===== src/arpc_defs.svh =====
/*
  Holds the offsets, field positions, reset values and timing counts of the result port.
  Assumes the includer has a 50 MHz clock.
*/
`ifndef ARPC_DEFS_SVH
`define ARPC_DEFS_SVH

// apb register byte offsets
`define ARPC_OFS_RESULT   8'h00
`define ARPC_OFS_STATUS   8'h04

// status register fields
`define ARPC_ST_BUSY      0
`define ARPC_ST_FRAME     1
`define ARPC_ST_SERIAL    2
`define ARPC_ST_EXTCLK    3
`define ARPC_ST_CHAIN     4

`define ARPC_RESULT_RST   16'h0000

// data pin positions reused by the serial port
`define ARPC_PIN_DIV0     2
`define ARPC_PIN_DIV1     3
`define ARPC_PIN_CLKSRC   4
`define ARPC_PIN_FRMPOL   5
`define ARPC_PIN_CLKINV   6
`define ARPC_PIN_RDC      7
`define ARPC_PIN_SOUT     8
`define ARPC_PIN_SCLK     9

`define ARPC_LAST_BIT     5'd15
`define ARPC_END_CNT      5'd16

// timing
`define ARPC_CLK_NS       20
`define ARPC_SCLK_HIGH_NS 12
`define ARPC_SCLK_HALF_CYC ((`ARPC_SCLK_HIGH_NS + `ARPC_CLK_NS - 1) / `ARPC_CLK_NS)
`define ARPC_CONV_NS      2000
`define ARPC_CONV_CYC     (`ARPC_CONV_NS / `ARPC_CLK_NS)

`endif


===== src/arpc_pkg.sv =====
/*
  Types shared by the result port modules.
  Assumes nothing beyond a SystemVerilog compiler.
*/
package arpc_pkg;
    typedef logic [15:0] arpc_word_t;
    typedef enum logic [1:0] {
        SER_IDLE,
        SER_SHIFT,
        SER_CHAIN
    } arpc_ser_state_t;
endpackage


===== src/arpc_cfg_if.sv =====
/*
  Carries the decoded port configuration and serial levels from the top to the pin mux.
  Assumes the top drives every field.
*/
`timescale 1ns/1ps
`default_nettype none
interface arpc_cfg_if;
    import arpc_pkg::*;
    logic       interfaceSelect;
    logic       halfSwap;
    arpc_word_t word;
    logic       serialBit;
    logic       sclkLevel;
    logic       extClock;
    modport src (output interfaceSelect, halfSwap, word, serialBit, sclkLevel, extClock);
    modport mux (input interfaceSelect, halfSwap, word, serialBit, sclkLevel, extClock);
endinterface
`default_nettype wire


===== src/arpc_pin_mux.sv =====
/*
  Computes the next level and drive enable of each shared data pin.
  Assumes the caller registers the results before they reach the pins.
*/
`timescale 1ns/1ps
`default_nettype none
`include "arpc_defs.svh"
module arpc_pin_mux (
    arpc_cfg_if.mux           cfg,
    output logic [15:0]       nextDOut,
    output logic [15:0]       nextDOe
);
    always_comb begin
        nextDOut = 16'h0000;
        nextDOe  = 16'h0000;
        if (!cfg.interfaceSelect) begin
            nextDOe = 16'hffff;
            if (cfg.halfSwap) begin
                nextDOut = {cfg.word[7:0], cfg.word[15:8]};
            end else begin
                nextDOut = cfg.word;
            end
        end else begin
            // pins 0 and 1 float, pins 2..7 become select inputs
            nextDOut[`ARPC_PIN_SOUT] = cfg.serialBit;
            nextDOe[`ARPC_PIN_SOUT]  = 1'b1;
            nextDOut[`ARPC_PIN_SCLK] = cfg.sclkLevel;
            nextDOe[`ARPC_PIN_SCLK]  = !cfg.extClock;
        end
    end
endmodule
`default_nettype wire


===== src/arpc_sclk_div.sv =====
/*
  Divider giving one-cycle ticks at each internal serial clock half period.
  Assumes run is held for the whole serial frame.
*/
`timescale 1ns/1ps
`default_nettype none
`include "arpc_defs.svh"
module arpc_sclk_div #(
    parameter int unsigned HALF_CYC = `ARPC_SCLK_HALF_CYC
)(
    input  wire logic       clk,
    input  wire logic       rst_n,
    input  wire logic       run,
    input  wire logic [1:0] div,
    output logic            tick
);
    logic [7:0] cnt;
    logic [7:0] next_cnt;
    logic [7:0] limit;
    logic       next_tick;

    always_comb begin
        limit     = 8'((HALF_CYC << div) - 1);
        next_cnt  = 8'h00;
        next_tick = 1'b0;
        if (run) begin
            if (cnt >= limit) begin
                next_tick = 1'b1;
            end else begin
                next_cnt = 8'(cnt + 8'h01);
            end
        end
    end

    always_ff @(posedge clk or negedge rst_n) begin
        if (!rst_n) begin
            cnt  <= 8'h00;
            tick <= 1'b0;
        end else begin
            cnt  <= next_cnt;
            tick <= next_tick;
        end
    end
endmodule
`default_nettype wire


===== src/arpc_result_port.sv =====
/*
  Result port of a converter: apb-loaded result, parallel or serial output on shared pins.
  Assumes pin inputs are synchronous to clk and the host keeps the selects static during a read.
*/
// Added by the designer: the register addresses and register access over APB.
// Operation
// - swap low: low byte on lines 7..0
// - swap high: byte lanes exchanged
// - coding high: straight binary output
// - coding low: msb inverted, twos complement
// - interface low: parallel outputs drive pins
// - interface high: pins become serial port
// - serial mode: data bits 0,1 float
// - internal after-convert: divider slows serial clock
// - other serial modes ignore divider
// - parallel: divider pins drive bits 2,3
// - parallel: select pins drive bits 4..7
// - internal source: drive serial clock out
// - external source: follow host serial clock
// - frame polarity low: frame active high
// - frame polarity high: frame active low
// - clock invert flips serial clock polarity
// - read timing picks during/after conversion
// - external clock: chain input after 16
// - result shifted out msb first
// - update on rising, inverted on falling
`timescale 1ns/1ps
`default_nettype none
`include "arpc_defs.svh"
module arpc_result_port
    import arpc_pkg::*;
#(
    parameter int unsigned CONV_CYC = `ARPC_CONV_CYC
)(
    input  wire logic        clk,
    input  wire logic        rst_n,
    input  wire logic        psel,
    input  wire logic        penable,
    input  wire logic        pwrite,
    input  wire logic [7:0]  paddr,
    input  wire logic [31:0] pwdata,
    output logic [31:0]      prdata,
    output logic             pready,
    output logic             pslverr,
    input  wire logic        interfaceSelect,
    input  wire logic        halfSwapSelect,
    input  wire logic        outputCodingSelect,
    input  wire logic [15:0] dIn,
    output logic [15:0]      dOut,
    output logic [15:0]      dOe,
    output logic             frameOut
);
    localparam int CW = $clog2(CONV_CYC + 1);

    arpc_cfg_if cfg ();

    arpc_word_t      result;
    arpc_word_t      next_result;
    arpc_word_t      pending;
    arpc_word_t      next_pending;
    logic [CW-1:0]   convCnt;
    logic [CW-1:0]   next_convCnt;
    logic [31:0]     next_prdata;
    logic            next_pready;
    logic            next_pslverr;
    arpc_ser_state_t state;
    arpc_ser_state_t next_state;
    arpc_word_t      shiftReg;
    arpc_word_t      next_shiftReg;
    logic [4:0]      bitCnt;
    logic [4:0]      next_bitCnt;
    logic            sclkInt;
    logic            next_sclkInt;
    logic            sclkPrev;
    logic [15:0]     next_dOut;
    logic [15:0]     next_dOe;
    logic            next_frameOut;

    logic            apbAcc;
    logic            apbWrite;
    logic            convStart;
    logic            convEnd;
    logic            busy;
    logic            extMode;
    logic            frmPol;
    logic            clkInv;
    logic            rdc;
    logic [1:0]      effDiv;
    logic            tick;
    logic            upd;
    logic            startRead;
    arpc_word_t      loadWord;

    function automatic arpc_word_t coded(input arpc_word_t w, input logic straight);
        coded = {w[15] ^ !straight, w[14:0]};
    endfunction

    // apb slave, one wait state per access
    assign apbAcc    = psel && penable;
    assign apbWrite  = apbAcc && pready && pwrite;
    assign convStart = apbWrite && (paddr == `ARPC_OFS_RESULT);
    assign busy      = (convCnt != '0);
    assign convEnd   = (convCnt == CW'(1));

    always_comb begin
        next_pready  = apbAcc && !pready;
        next_pslverr = 1'b0;
        next_prdata  = prdata;
        next_result  = result;
        next_pending = pending;
        next_convCnt = convCnt;
        if (apbAcc && !pready) begin
            next_prdata = 32'h0000_0000;
            case (paddr)
                `ARPC_OFS_RESULT: begin
                    next_prdata[15:0] = result;
                end
                `ARPC_OFS_STATUS: begin
                    next_prdata[`ARPC_ST_BUSY]   = busy;
                    next_prdata[`ARPC_ST_FRAME]  = (state == SER_SHIFT);
                    next_prdata[`ARPC_ST_SERIAL] = interfaceSelect;
                    next_prdata[`ARPC_ST_EXTCLK] = extMode;
                    next_prdata[`ARPC_ST_CHAIN]  = (state == SER_CHAIN);
                end
                default: begin
                    next_pslverr = 1'b1;
                end
            endcase
        end
        // a write to the result register starts a conversion
        if (convStart) begin
            next_pending = pwdata[15:0];
            next_convCnt = CW'(CONV_CYC);
        end else if (busy) begin
            next_convCnt = CW'(convCnt - CW'(1));
        end
        if (convEnd) begin
            next_result = pending;
        end
    end

    always_ff @(posedge clk or negedge rst_n) begin
        if (!rst_n) begin
            prdata  <= 32'h0000_0000;
            pready  <= 1'b0;
            pslverr <= 1'b0;
            result  <= `ARPC_RESULT_RST;
            pending <= `ARPC_RESULT_RST;
            convCnt <= '0;
        end else begin
            prdata  <= next_prdata;
            pready  <= next_pready;
            pslverr <= next_pslverr;
            result  <= next_result;
            pending <= next_pending;
            convCnt <= next_convCnt;
        end
    end

    // serial selects read from the shared pins
    assign extMode = interfaceSelect && dIn[`ARPC_PIN_CLKSRC];
    assign frmPol  = interfaceSelect && dIn[`ARPC_PIN_FRMPOL];
    assign clkInv  = interfaceSelect && dIn[`ARPC_PIN_CLKINV];
    assign rdc     = interfaceSelect && dIn[`ARPC_PIN_RDC];
    assign effDiv  = (interfaceSelect && !extMode && !rdc) ?
                     {dIn[`ARPC_PIN_DIV1], dIn[`ARPC_PIN_DIV0]} : 2'b00;

    arpc_sclk_div u_div (
        .clk   (clk),
        .rst_n (rst_n),
        .run   ((state == SER_SHIFT) && !extMode),
        .div   (effDiv),
        .tick  (tick)
    );

    // internal clock: update on internal rise, which is the pin fall when inverted
    // external clock: update on the pin edge that moves to the non-inverted high
    assign upd = extMode ?
                 ((dIn[`ARPC_PIN_SCLK] != sclkPrev) && (dIn[`ARPC_PIN_SCLK] == !clkInv)) :
                 (tick && !sclkInt);

    assign startRead = interfaceSelect && (state != SER_SHIFT) &&
                       ((!extMode && rdc) ? convStart : convEnd);
    assign loadWord  = (!extMode && rdc) ? result : pending;

    always_comb begin
        next_state    = state;
        next_shiftReg = shiftReg;
        next_bitCnt   = bitCnt;
        next_sclkInt  = sclkInt;
        case (state)
            SER_IDLE: begin
                next_sclkInt = 1'b0;
            end
            SER_SHIFT: begin
                if (tick) begin
                    next_sclkInt = !sclkInt;
                end
                if (upd) begin
                    next_shiftReg = {shiftReg[14:0], extMode && rdc};
                    next_bitCnt   = 5'(bitCnt + 5'd1);
                    if (extMode && bitCnt == `ARPC_LAST_BIT) begin
                        next_state = SER_CHAIN;
                    end
                end
                // internal clock: the 16th pulse still rises, the frame ends on its fall
                if (!extMode && tick && sclkInt && bitCnt == `ARPC_END_CNT) begin
                    next_state   = SER_IDLE;
                    next_sclkInt = 1'b0;
                end
            end
            SER_CHAIN: begin
                if (upd) begin
                    next_shiftReg = {shiftReg[14:0], rdc};
                end
                if (!extMode) begin
                    next_state = SER_IDLE;
                end
            end
            default: begin
                next_state = SER_IDLE;
            end
        endcase
        if (startRead) begin
            next_state    = SER_SHIFT;
            next_shiftReg = coded(loadWord, outputCodingSelect);
            next_bitCnt   = 5'd0;
            next_sclkInt  = 1'b0;
        end else if (!interfaceSelect) begin
            next_state = SER_IDLE;
        end
    end

    always_ff @(posedge clk or negedge rst_n) begin
        if (!rst_n) begin
            state    <= SER_IDLE;
            shiftReg <= 16'h0000;
            bitCnt   <= 5'd0;
            sclkInt  <= 1'b0;
            sclkPrev <= 1'b0;
        end else begin
            state    <= next_state;
            shiftReg <= next_shiftReg;
            bitCnt   <= next_bitCnt;
            sclkInt  <= next_sclkInt;
            sclkPrev <= dIn[`ARPC_PIN_SCLK];
        end
    end

    // pins
    assign cfg.interfaceSelect = interfaceSelect;
    assign cfg.halfSwap        = halfSwapSelect;
    assign cfg.word            = coded(result, outputCodingSelect);
    assign cfg.serialBit       = shiftReg[15];
    assign cfg.sclkLevel       = sclkInt ^ clkInv;
    assign cfg.extClock        = extMode;

    arpc_pin_mux u_mux (
        .cfg      (cfg),
        .nextDOut (next_dOut),
        .nextDOe  (next_dOe)
    );

    always_comb begin
        next_frameOut = interfaceSelect && ((state == SER_SHIFT) ^ frmPol);
    end

    always_ff @(posedge clk or negedge rst_n) begin
        if (!rst_n) begin
            dOut     <= 16'h0000;
            dOe      <= 16'h0000;
            frameOut <= 1'b0;
        end else begin
            dOut     <= next_dOut;
            dOe      <= next_dOe;
            frameOut <= next_frameOut;
        end
    end
endmodule
`default_nettype wire


===== config.mk =====
export PLATFORM = sky130hd
export DESIGN_NAME = arpc_result_port
export DESIGN_NICKNAME = d
export VERILOG_FILES = /design/src/arpc_pkg.sv /design/src/arpc_cfg_if.sv /design/src/arpc_pin_mux.sv /design/src/arpc_sclk_div.sv /design/src/arpc_result_port.sv
export VERILOG_INCLUDE_DIRS = /design/src
export SDC_FILE = /design/constraint.sdc
export NUM_CORES = 1
export LEC_CHECK = 0
export BUFFER_PORTS_ARGS = -buffer_cell sky130_fd_sc_hd__buf_2
export CORE_MARGIN = 5
export CORE_UTILIZATION = 35
export DETAILED_ROUTE_END_ITERATION = 7
export GPL_TIMING_DRIVEN = 1
export SLEW_MARGIN = 20
export SYNTH_ARGS = -nofsm -noshare
export SYNTH_HDL_FRONTEND = slang
export SYNTH_SLANG_ARGS = --single-unit
export TNS_END_PERCENT = 10

===== constraint.sdc =====
create_clock -name clk -period 3.2 [get_ports clk]
set_input_delay 0.16 -clock clk [delete_from_list [all_inputs] [get_ports clk]]
set_output_delay 0.16 -clock clk [all_outputs]
set_load 0.01 [all_outputs]

==> results of run 1 <==
-- power by group through the flow --
stage               Combinational, µW  Sequential, µW  Clock, µW
floorplan                         344            1580          0
global placement                  442            1580          0
detailed placement                452            1590          0
CTS                               457            1560       1220
global route                      520            1580       1280
finish                            451            1560       1190
-- metrics by stage --
stage | instance area, µm² | utilization, % | setup WS [ns]
6_report | 6140 | 40.7 | 1.13
5_1_grt | 6140 | 40.7 | 0.943
4_1_cts | 6140 | 40.7 | 1.10
3_5_place_dp | 5800 | 38.4 | 1.11
3_3_place_gp | 5800 | 38.4 | 1.15
2_1_floorplan | 5430 | - | 1.39
-- worst paths after layout --
kind,to,slack [ns],start,depth (start not counted)
setup / recovery,shiftReg[14],1.13,convCnt[2],5
hold / removal,dOe[14],0.03,interfaceSelect,2
setup reg to reg,shiftReg[14],1.13,convCnt[2],5
hold reg to reg,prdata[1],0.48,prdata[1],2
max in group asynchronous,sclkPrev,1.99,rst_n,3
min in group asynchronous,pending[13],0.47,rst_n,2
-- worst max-delay path: stages (launching register included) --
cell	delay, ns
sky130_fd_sc_hd__dfrtp_1	0.41
sky130_fd_sc_hd__nor2_1	0.34
sky130_fd_sc_hd__nand4_2	0.19
sky130_fd_sc_hd__o21ai_2	0.10
sky130_fd_sc_hd__nor2b_4	0.68
sky130_fd_sc_hd__mux2i_1	0.27
-- per-layer routing --
layer	routed length (µm)	global-route usage, %	vias up
met2	5330	22.2	100
li1	-	-	1623
met1	5520	18.0	1688
met3	703	4.19	10
met5	0	0	-
met4	97	3.09	0
-- registers in the layout (all words and copies together) (netlist names) --
signal and cells:
sclkPrev 1, u_div.tick 1, pready 1, dOe 3, sclkInt 1, state 2
frameOut 1, prdata 16, result 16, pslverr 1, bitCnt 5, u_div.cnt 8
dOut 16, convCnt 7, pending 16, shiftReg 16
-- logic make-up after synthesis --
logic type | count (synthesis) | synth area share [%]
xor gates and xnor gates | 15 | 2.45
and+or+nand+nor | 85 | 8.82
adders and majority gates | 11 | 2.57
buffers and inverters | 61 | 7.91
muxes | 101 | 19.6
AOI/OAI and AO/OA | 45 | 6.68
other | 2 | 0.140
DFF | 111 | 51.8
-- repair_timing --
action / CTS / global route
endpoints found under the hold margin: 69 / 0
setup buffers: 0 / 0
hold buffers: 2 / 0
-- cells in the final DEF (no fill, tap or decap), types with 3 or more instances in the layout --
master,n
sky130_fd_sc_hd__dfrtp_1,111
sky130_fd_sc_hd__buf_2,88
sky130_fd_sc_hd__mux2i_1,69
sky130_fd_sc_hd__mux2_2,32
sky130_fd_sc_hd__nor2_1,28
sky130_fd_sc_hd__conb_1,21
sky130_fd_sc_hd__nand2_1,19
sky130_fd_sc_hd__a22o_1,11
sky130_fd_sc_hd__ha_1,11
sky130_fd_sc_hd__inv_1,10
sky130_fd_sc_hd__xor2_1,9
sky130_fd_sc_hd__clkbuf_16,9
sky130_fd_sc_hd__a21oi_1,7
sky130_fd_sc_hd__nand3_1,6
sky130_fd_sc_hd__xnor2_1,6
sky130_fd_sc_hd__o31ai_1,6
sky130_fd_sc_hd__buf_4,6
sky130_fd_sc_hd__nor3_1,5
sky130_fd_sc_hd__nand2b_1,4
sky130_fd_sc_hd__and3_1,4
sky130_fd_sc_hd__o21ai_0,3
sky130_fd_sc_hd__nand3b_1,3
-- layout make-up --
class                           instances  area [µm²]
Sequential cell                       111        2780
Clock buffer                           10         239
Tap cell                              188         235
Inverter                               13        53.8
Fill cell                            1443        8950
Clock inverter                          6        78.8
Timing Repair Buffer                   97         526
Multi-Input combinational cell        278        2230
==> impl_summary.txt, run 1 <==
----------------------------------------------------
[Clock tree]
  Clock latency on the worst-skew pair ... 0.36 ns
  Largest buffer count on any clock path ... 2
  Number of levels the H-tree was split into ... 3
  Clock tree from TritonCTS ... yes
  Total clock sinks ... around 110
  Clock transition at the registers of the reported paths ... 0.07 ns
  Clock Tree Root ... sky130_fd_sc_hd__clkbuf_16
  Post-CTS resize count ... 0
  Cts bufs inserted ... 9

[Timing]
  Slew margin rel. ... approximately two fifths
  Unrepaired setup endpoints after global routing ... no
  Post-route clock period utilization ... 64.8%
  Final hold slack ... 0.0267 ns
  Final Critical Period ... approximately 2.1 ns
  Transition at the pin with the smallest max-transition slack ... 0.889 ns
  Final hold violation count ... 0
  Setup violation total in the final timing report ... 0
  Sum of negative setup slack ... 0 ns
  Fmax ... 0.482 GHz
  Max-slew violation total from the final report ... 0
  Worst clock skew ... between 0.007 and 0.008 ns

[Floorplan]
  Standard-cell row count ... 45
  Full die area ... 17900 µm²
  Count of boundary I/O pins ... 131
  Floorplan die width ... approximately 130 µm
  Vertical die dimension ... 134 µm
  Core region area ... 15100 µm²
  Initial core utilization ... 35.5%

[Cells and area]
  Final nets ... 585
  Share of cells above drive strength 1 ... 30.5%
  Non-filler cells, final ... 703
  Final antenna diode count ... 0
  Area growth, synth to finish ... 14.5%

[GRT]
  Number of antenna violations at the first check in global routing ... 0
  Remaining global-route overflow ... 0
  Largest net degree at the start of global routing ... 70
  Via count of the first global-routing pass ... 3651
  Wire length of the first global-routing pass ... 19200 µm
  Overall routing resource usage ... between 10% and 20%

[Placement]
  Final weighted congestion of routability-driven global placement ... 0.841
  DPL Wire Length ... 8110 µm
  Cells after DPL ... 685
  Number of I/O port buffers ... 89

[Setup path]
  Worst Setup End Kind ... flip-flop
  Arr. time, crit path ... 2.35 ns
  Highest net fanout along the worst path ... 22
  Category of the worst setup path launch point ... flip-flop
  Critical path start-end classification ... reg2reg
  Data required time of the critical path ... 3.48 ns

[Logic synthesis]
  Number of library cell types mapped by synthesis ... 53
  Biggest area contributors in the synthesized netlist ... sky130_fd_sc_hd__dfrtp_1, sky130_fd_sc_hd__mux2i_1, sky130_fd_sc_hd__mux2_2
  Mapped Cells ... 431
  Count of flip-flops with a built-in enable after synthesis ... 0
  Dominant cell by count in the synthesized netlist ... sky130_fd_sc_hd__dfrtp_1
  Most area-hungry cell type in the Yosys netlist ... sky130_fd_sc_hd__dfrtp_1
  Area fraction of the dominant cell type after synthesis ... approximately half
  Commonest cells in the netlist ... sky130_fd_sc_hd__dfrtp_1, sky130_fd_sc_hd__mux2i_1, sky130_fd_sc_hd__mux2_2, sky130_fd_sc_hd__buf_4, sky130_fd_sc_hd__nor2_1
  Sequential area share after synthesis ... 51.8%
  Flip-flop and latch count after synthesis ... 111
  Async set-or-reset flop fraction in the synthesized netlist ... 100%
  Post-synth design cell area ... 5360 µm²
  YS warnings ... 0
  Leading register cell type out of synthesis ... sky130_fd_sc_hd__dfrtp_1
  Post-synthesis average cell area ... ~12 µm²

[Power and ir drop]
  Lkg Pwr ... 0.00331 µW
  Reported net switching power ... ~890 µW
  Clock network fraction of design power ... 37.1%
  Post-route total power ... 3200 µW
  Switching power share of the total ... ~28%
  Power density relative to cell area ... roughly 520 nW/µm²
  Power share of the combinational group ... 14.1%
  Cell-internal power ... 2310 µW
  Peak supply drop ... 427 µV
  Reg power frac ... 48.8%

[Worst hold path]
  Class of the worst hold path ... in2reg

[Routing]
  Iteration count of the initial detailed-routing pass ... 4
  Number of DRC markers in iteration 0 ... 153
  Remaining routing DRC violations ... 0
  Detailed-route via count ... 3421
  Total length of routed wires ... 11600 µm
  Antenna-violating nets left ... 0
  Per-cell routed wire length ... 16.6 µm
  Via density ... 4.87

[Run]
  Number of maximum-capacitance constraint violations ... 0

[Status]
  Run status ... finished, final reports clean

----------------------------------------------------
No activity file was read; power rests on OpenSTA's default activity.
==> run 2, diff against run 1 <==
clock period = 1.7 ns   (was 3.2 ns; I/O delays follow)
==> impl_summary.txt, run 2 (synthesized netlist as in run 1, its figures left out) <==
----------------------------------------------------
[Status]
  Run status ... finished, final reports clean

[Timing]
  Worst Setup Slack, final ... 0.0425 ns (-1.08 ns)
  Post-route clock period utilization ... 97.5% (+33 points)
  Setup violation total in the final timing report ... 0 (unchanged)
  Unrepaired setup endpoints after global routing ... yes
  Max-slew violation total from the final report ... 0 (unchanged)
  Transition at the pin with the smallest max-transition slack ... 0.532 ns (-0.357 ns)
  Slew margin rel. ... 64.5% (+24 points)
  Fmax ... 0.603 GHz (+25%)
  Final hold violation count ... 0 (unchanged)
  Worst clock skew ... 0.00882 ns (+0.00161 ns)
  Final Critical Period ... 1.66 ns (-0.416 ns)

[Floorplan]
  Standard-cell row count ... 45 (unchanged)
  Initial core utilization ... 35.5% (unchanged)
  Vertical die dimension ... 134 µm (unchanged)
  Floorplan die width ... 134 µm (unchanged)
  Core region area ... 15100 µm² (unchanged)
  Full die area ... 17900 µm² (unchanged)
  Count of boundary I/O pins ... 131 (unchanged)

[Setup path]
  Critical path start-end classification ... reg2reg
  Highest net fanout along the worst path ... 8 (-64%)
  Category of the worst setup path launch point ... flip-flop
  Worst Setup End Kind ... flip-flop
  Arr. time, crit path ... 1.93 ns (-0.42 ns)
  Data required time of the critical path ... 1.97 ns (-1.51 ns)

[Power and ir drop]
  Post-route total power ... 6030 µW (+88%)
  Power density relative to cell area ... 919 nW/µm² (+76%)
  Lkg Pwr ... 0.00352 µW (+6.4%)
  Peak supply drop ... 569 µV (+33%)

[Routing]
  Via density ... 4.84 (-0.50%)
  Number of DRC markers in iteration 0 ... 183 (+20%)
  Remaining routing DRC violations ... 0 (unchanged)
  Antenna-violating nets left ... 0 (unchanged)
  Total length of routed wires ... 11900 µm (+2.1%)
  Iteration count of the initial detailed-routing pass ... 6 (+2)
  Detailed-route via count ... 3588 (+4.9%)
  Per-cell routed wire length ... 16.0 µm (-3.1%)

[Placement]
  Number of I/O port buffers ... 89 (unchanged)
  Cells after DPL ... 700 (+2.2%)
  Placement Cell Area ... 5960 µm² (+2.7%)
  DPL Wire Length ... 8510 µm (+4.9%)
  Final weighted congestion of routability-driven global placement ... 0.806 (-4.1%)
  Pre-CTS setup slack ... -0.106 ns (-1.22 ns)

[Cells and area]
  Non-filler cells, final ... 741 (+5.4%)
  Final antenna diode count ... 0 (unchanged)
  Post-Layout Inst Area ... 6560 µm² (+6.8%)
  Share of cells above drive strength 1 ... 33.5% (+3.0 points)
  Leading cell types in the layout, fill and taps excluded ... sky130_fd_sc_hd__dfrtp_1, sky130_fd_sc_hd__buf_2, sky130_fd_sc_hd__mux2i_1
  Final nets ... 624 (+6.7%)
  Leading cell type in the layout, fill and taps excluded ... sky130_fd_sc_hd__dfrtp_1
  Area growth, synth to finish ... 22.4%

[Clock tree]
  Clock Tree Root ... sky130_fd_sc_hd__clkbuf_16
  Largest buffer count on any clock path ... 2 (unchanged)
  Clock transition at the registers of the reported paths ... 0.07 ns (about the same)
  Clock tree from TritonCTS ... yes
  Total clock sinks ... 111 (unchanged)
  Cts bufs inserted ... 9 (unchanged)
  Number of levels the H-tree was split into ... 3 (unchanged)
  Clock latency on the worst-skew pair ... 0.35 ns (about the same)

[GRT]
  Wire length of the first global-routing pass ... 19400 µm (+0.89%)
  Largest net degree at the start of global routing ... 42 (-40%)
  Number of antenna violations at the first check in global routing ... 0 (unchanged)
  Overall routing resource usage ... 13.6% (-0.017 points)
  Remaining global-route overflow ... 0 (unchanged)
  Via count of the first global-routing pass ... 3731 (+2.2%)

[Worst hold path]
  Class of the worst hold path ... in2reg

[Run]
  Number of maximum-capacitance constraint violations ... 0 (unchanged)

----------------------------------------------------
run 2: cell count changes in the layout (fill, tap and decap cells not counted), sizes merged:
cell	previous run	this run
clkinv	1	3
bufinv	1	0
clkbuf	10	11
clkinvlp	2	0
dlygate4sd3	2	19
buf	95	116
run 2: worst paths after layout:
check	from	endpoint	cells after the start	slack, ns
max	pready	shiftReg[15]	6	0.04
min	paddr[6]	pslverr	3	0.05
max reg2reg	pready	shiftReg[15]	6	0.04
min reg2reg	prdata[2]	prdata[2]	2	0.49
max in group asynchronous	rst_n	convCnt[4]	3	0.90
min in group asynchronous	rst_n	dOut[0]	2	0.21
run 2: critical path, cell delays in order, from the launching register on:
cell                        delay (ns)
sky130_fd_sc_hd__dfrtp_1          0.36
sky130_fd_sc_hd__and4_4           0.24
sky130_fd_sc_hd__nand4b_4         0.13
sky130_fd_sc_hd__o21ai_2          0.19
sky130_fd_sc_hd__nor2b_4          0.27
sky130_fd_sc_hd__clkbuf_16        0.21
sky130_fd_sc_hd__mux2i_1          0.18
run 2: power by group:
group | total (µW) | internal [µW] | switching [µW]
registers | 2970 | 2810 | 161
logic | 1040 | 478 | 563
clock network | 2020 | 1050 | 974
run 2: what timing repair did:
action                     4_1_cts  5_1_grt
setup endpoints to repair        0       23
hold endpoints to repair        48        0
gates resized for setup          0       11
hold buffers                    19        0
setup buffers                    0        6
run 2: layout make-up:
cell class | count | area, µm²
Fill cell | 1411 | 8530
Clock inverter | 5 | 42.5
Multi-Input combinational cell | 278 | 2290
Sequential cell | 111 | 2780
Timing Repair Buffer | 136 | 916
Inverter | 13 | 53.8
Tap cell | 188 | 235
Clock buffer | 10 | 239
run 2: layer usage:
layer  track usage, %  vias to the layer above  part of all wire, %
li1                 -                     1692                    -
met1             18.1                     1787                   45
met2             22.2                       99                   48
met3             4.15                       10                  6.4
met4             2.86                        0                 0.75
met5                0                        -                    0
run 2: through the flow:
stage | setup TNS, ns | hold WS [ns] | utilization, %
final | 0 | 0.0472 | 43.5
after global routing | -0.138 | 0.0651 | 43.5
after CTS | 0 | 0.0308 | 42.6
after detailed placement | -0.450 | 0.0634 | 39.5
after global placement | -0.0719 | 0.0633 | 39.5
after floorplan | 0 | -0.211 | -
==> run 3, diff against run 2 <==
CORE_UTILIZATION = 45   (was 35)
PLACE_DENSITY = 0.83   (was not set)
==> impl_summary.txt, run 3 (synthesized netlist as in run 1, its figures left out) <==
----------------------------------------------------
[Routing]
  Number of DRC markers in iteration 0 ... 262 (+43%)
  Iteration count of the initial detailed-routing pass ... 6 (unchanged)
  Antenna-violating nets left ... 0 (unchanged)
  Per-cell routed wire length ... 16.9 µm (+5.2%)
  Detailed-route via count ... 3642 (+1.5%)
  Remaining routing DRC violations ... 0 (unchanged)
  Total length of routed wires ... 11600 µm (-2.3%)
  Via density ... 5.29 (+9.3%)

[Timing]
  Unrepaired setup endpoints after global routing ... yes
  Worst clock skew ... 0.00391 ns (-0.00491 ns)
  Final hold violation count ... 0 (unchanged)
  Transition at the pin with the smallest max-transition slack ... 0.559 ns (+0.0266 ns)
  Setup violation total in the final timing report ... 0 (unchanged)
  Post-route clock period utilization ... 98.1% (+0.61 points)
  Fmax ... 0.600 GHz (-0.62%)
  Final hold slack ... 0.000447 ns (-0.0468 ns)
  Max-slew violation total from the final report ... 0 (unchanged)
  Slew margin rel. ... 62.8% (-1.8 points)
  Sum of negative setup slack ... 0 ns (unchanged)
  Final Critical Period ... 1.67 ns (+0.0104 ns)

[Placement]
  Number of I/O port buffers ... 89 (unchanged)
  DPL Wire Length ... 8290 µm (-2.6%)
  Final weighted congestion of routability-driven global placement ... 0.825 (+2.3%)

[Setup path]
  Data required time of the critical path ... 1.96 ns (about the same)
  Worst Setup End Kind ... flip-flop
  Largest stage delay, worst path ... 0.45 ns (+0.09 ns)
  Critical path start-end classification ... reg2reg
  Category of the worst setup path launch point ... flip-flop
  Cell family contributing the most delay on the critical path ... simple AND/OR/NAND/NOR gates
  Highest net fanout along the worst path ... 11 (+3)
  Cell type of the slowest stage on the worst timing path ... sky130_fd_sc_hd__dfrtp_2
  Arr. time, crit path ... 1.93 ns (about the same)
  Buf/Inv on CP ... 1 (unchanged)
  Cells along the critical path ... nor3_4 -> nand4_2 -> o21ai_2 -> nor2b_4 -> buf_12 -> mux2i_1

[GRT]
  Number of antenna violations at the first check in global routing ... 0 (unchanged)
  Via count of the first global-routing pass ... 3738 (+0.19%)
  Largest net degree at the start of global routing ... 42 (unchanged)
  Remaining global-route overflow ... 0 (unchanged)
  Overall routing resource usage ... 16.1% (+2.4 points)
  Wire length of the first global-routing pass ... 18600 µm (-4.3%)

[Clock tree]
  Number of levels the H-tree was split into ... 3 (unchanged)
  Largest buffer count on any clock path ... 2 (unchanged)
  Clock Tree Root ... sky130_fd_sc_hd__clkbuf_16
  Cts bufs inserted ... 9 (unchanged)
  Clock latency on the worst-skew pair ... 0.34 ns (about the same)
  Total clock sinks ... 111 (unchanged)
  Clock tree from TritonCTS ... yes
  Clock transition at the registers of the reported paths ... 0.07 ns (about the same)

[Power and ir drop]
  Power density relative to cell area ... 938 nW/µm² (+2.1%)
  Lkg Pwr ... 0.00348 µW (-1.1%)
  Peak supply drop ... 726 µV (+27%)

[Floorplan]
  Standard-cell row count ... 39 (-13%)
  Vertical die dimension ... 119 µm (-11%)
  Floorplan die width ... 119 µm (-11%)
  Full die area ... 14200 µm² (-21%)
  Count of boundary I/O pins ... 131 (unchanged)
  Core region area ... 11600 µm² (-23%)
  Initial core utilization ... 46.3% (+11 points)

[Cells and area]
  Share of cells above drive strength 1 ... 33.8% (+0.31 points)
  Layout fillers ... 934 (-34%)
  Area taken by flip-flops and latches ... 2780 µm² (unchanged)
  Leading cell types in the layout, fill and taps excluded ... sky130_fd_sc_hd__dfrtp_1, sky130_fd_sc_hd__buf_2, sky130_fd_sc_hd__mux2i_1
  Area growth, synth to finish ... 20.4%
  Area of the multi-input gates ... 2300 µm² (+0.11%)
  Final antenna diode count ... 0 (unchanged)
  Leading cell type in the layout, fill and taps excluded ... sky130_fd_sc_hd__dfrtp_1
  Final nets ... 616 (-1.3%)

[Status]
  Run status ... finished, final reports clean

[Worst hold path]
  Class of the worst hold path ... in2reg

[Run]
  Number of maximum-capacitance constraint violations ... 0 (unchanged)

----------------------------------------------------
[run 3: final cells by class]
class                      count  share of cell area [%]
multi-input combinational    278                    35.6
timing repair buffer         128                    13.1
sequential                   111                    43.1
inverter                      13                   0.834
tap                          143                    2.77
clock buffer                  10                    3.70
clock inverter                 5                   0.911
[run 3: repair_timing]
| action | in CTS | in global routing |
|---|---|---|
| resized for setup | 2 | 12 |
| endpoints found under the setup margin | 21 | 22 |
| buffers inserted | 1 | 3 |
| pin swaps | 2 | 6 |
| hold buffers | 16 | 0 |
| hold endpoints to repair | 53 | 0 |
| gates cloned | 0 | 1 |
[run 3: worst reg2reg max path: stages (launching register included)]
cell	delay (ns)
sky130_fd_sc_hd__dfrtp_2	0.45
sky130_fd_sc_hd__nor3_4	0.24
sky130_fd_sc_hd__nand4_2	0.15
sky130_fd_sc_hd__o21ai_2	0.11
sky130_fd_sc_hd__nor2b_4	0.24
sky130_fd_sc_hd__buf_12	0.18
sky130_fd_sc_hd__mux2i_1	0.22
[run 3: worst paths after layout]
check,cells past startpoint,endpoint,slack [ns],startpoint
max,6,shiftReg[1],0.03,convCnt[4]
min,2,pending[0],0.0004,pwdata[0]
max reg2reg,6,shiftReg[1],0.03,convCnt[4]
min reg2reg,2,prdata[2],0.48,prdata[2]
max in group asynchronous,3,sclkPrev,0.79,rst_n
min in group asynchronous,2,pending[12],0.25,rst_n
[run 3: power breakdown]
| group | switching (µW) | internal, µW | leakage, µW |
|---|---|---|---|
| Combinational | 556 | 436 | 0.00184 |
| Sequential | 160 | 2810 | 0.00151 |
| Clock | 920 | 1170 | 0.000141 |
[run 3: layer usage]
layer  up-vias  wire length (µm)  GRT usage (%)
li1       1677                 -              -
met2       119              5710           27.2
met5         -                 0              0
met3        14               716           4.03
met1      1832              5070           20.6
met4         0               120           4.34
[run 3: per-stage QoR]
| stage | setup WS (ns) | instances | area (µm²) | util, % | power (µW) |
|---|---|---|---|---|---|
| floorplan | 0.0345 | 450 | 5440 | - | 3620 |
| global placement | -0.0264 | 652 | 5870 | 50.7 | 3850 |
| detailed placement | -0.154 | 652 | 5870 | 50.7 | 3920 |
| CTS | 0.00437 | 684 | 6350 | 54.9 | 6050 |
| global route | -0.0405 | 688 | 6450 | 55.8 | 6320 |
| finish | 0.0320 | 688 | 6450 | 55.8 | 6050 |
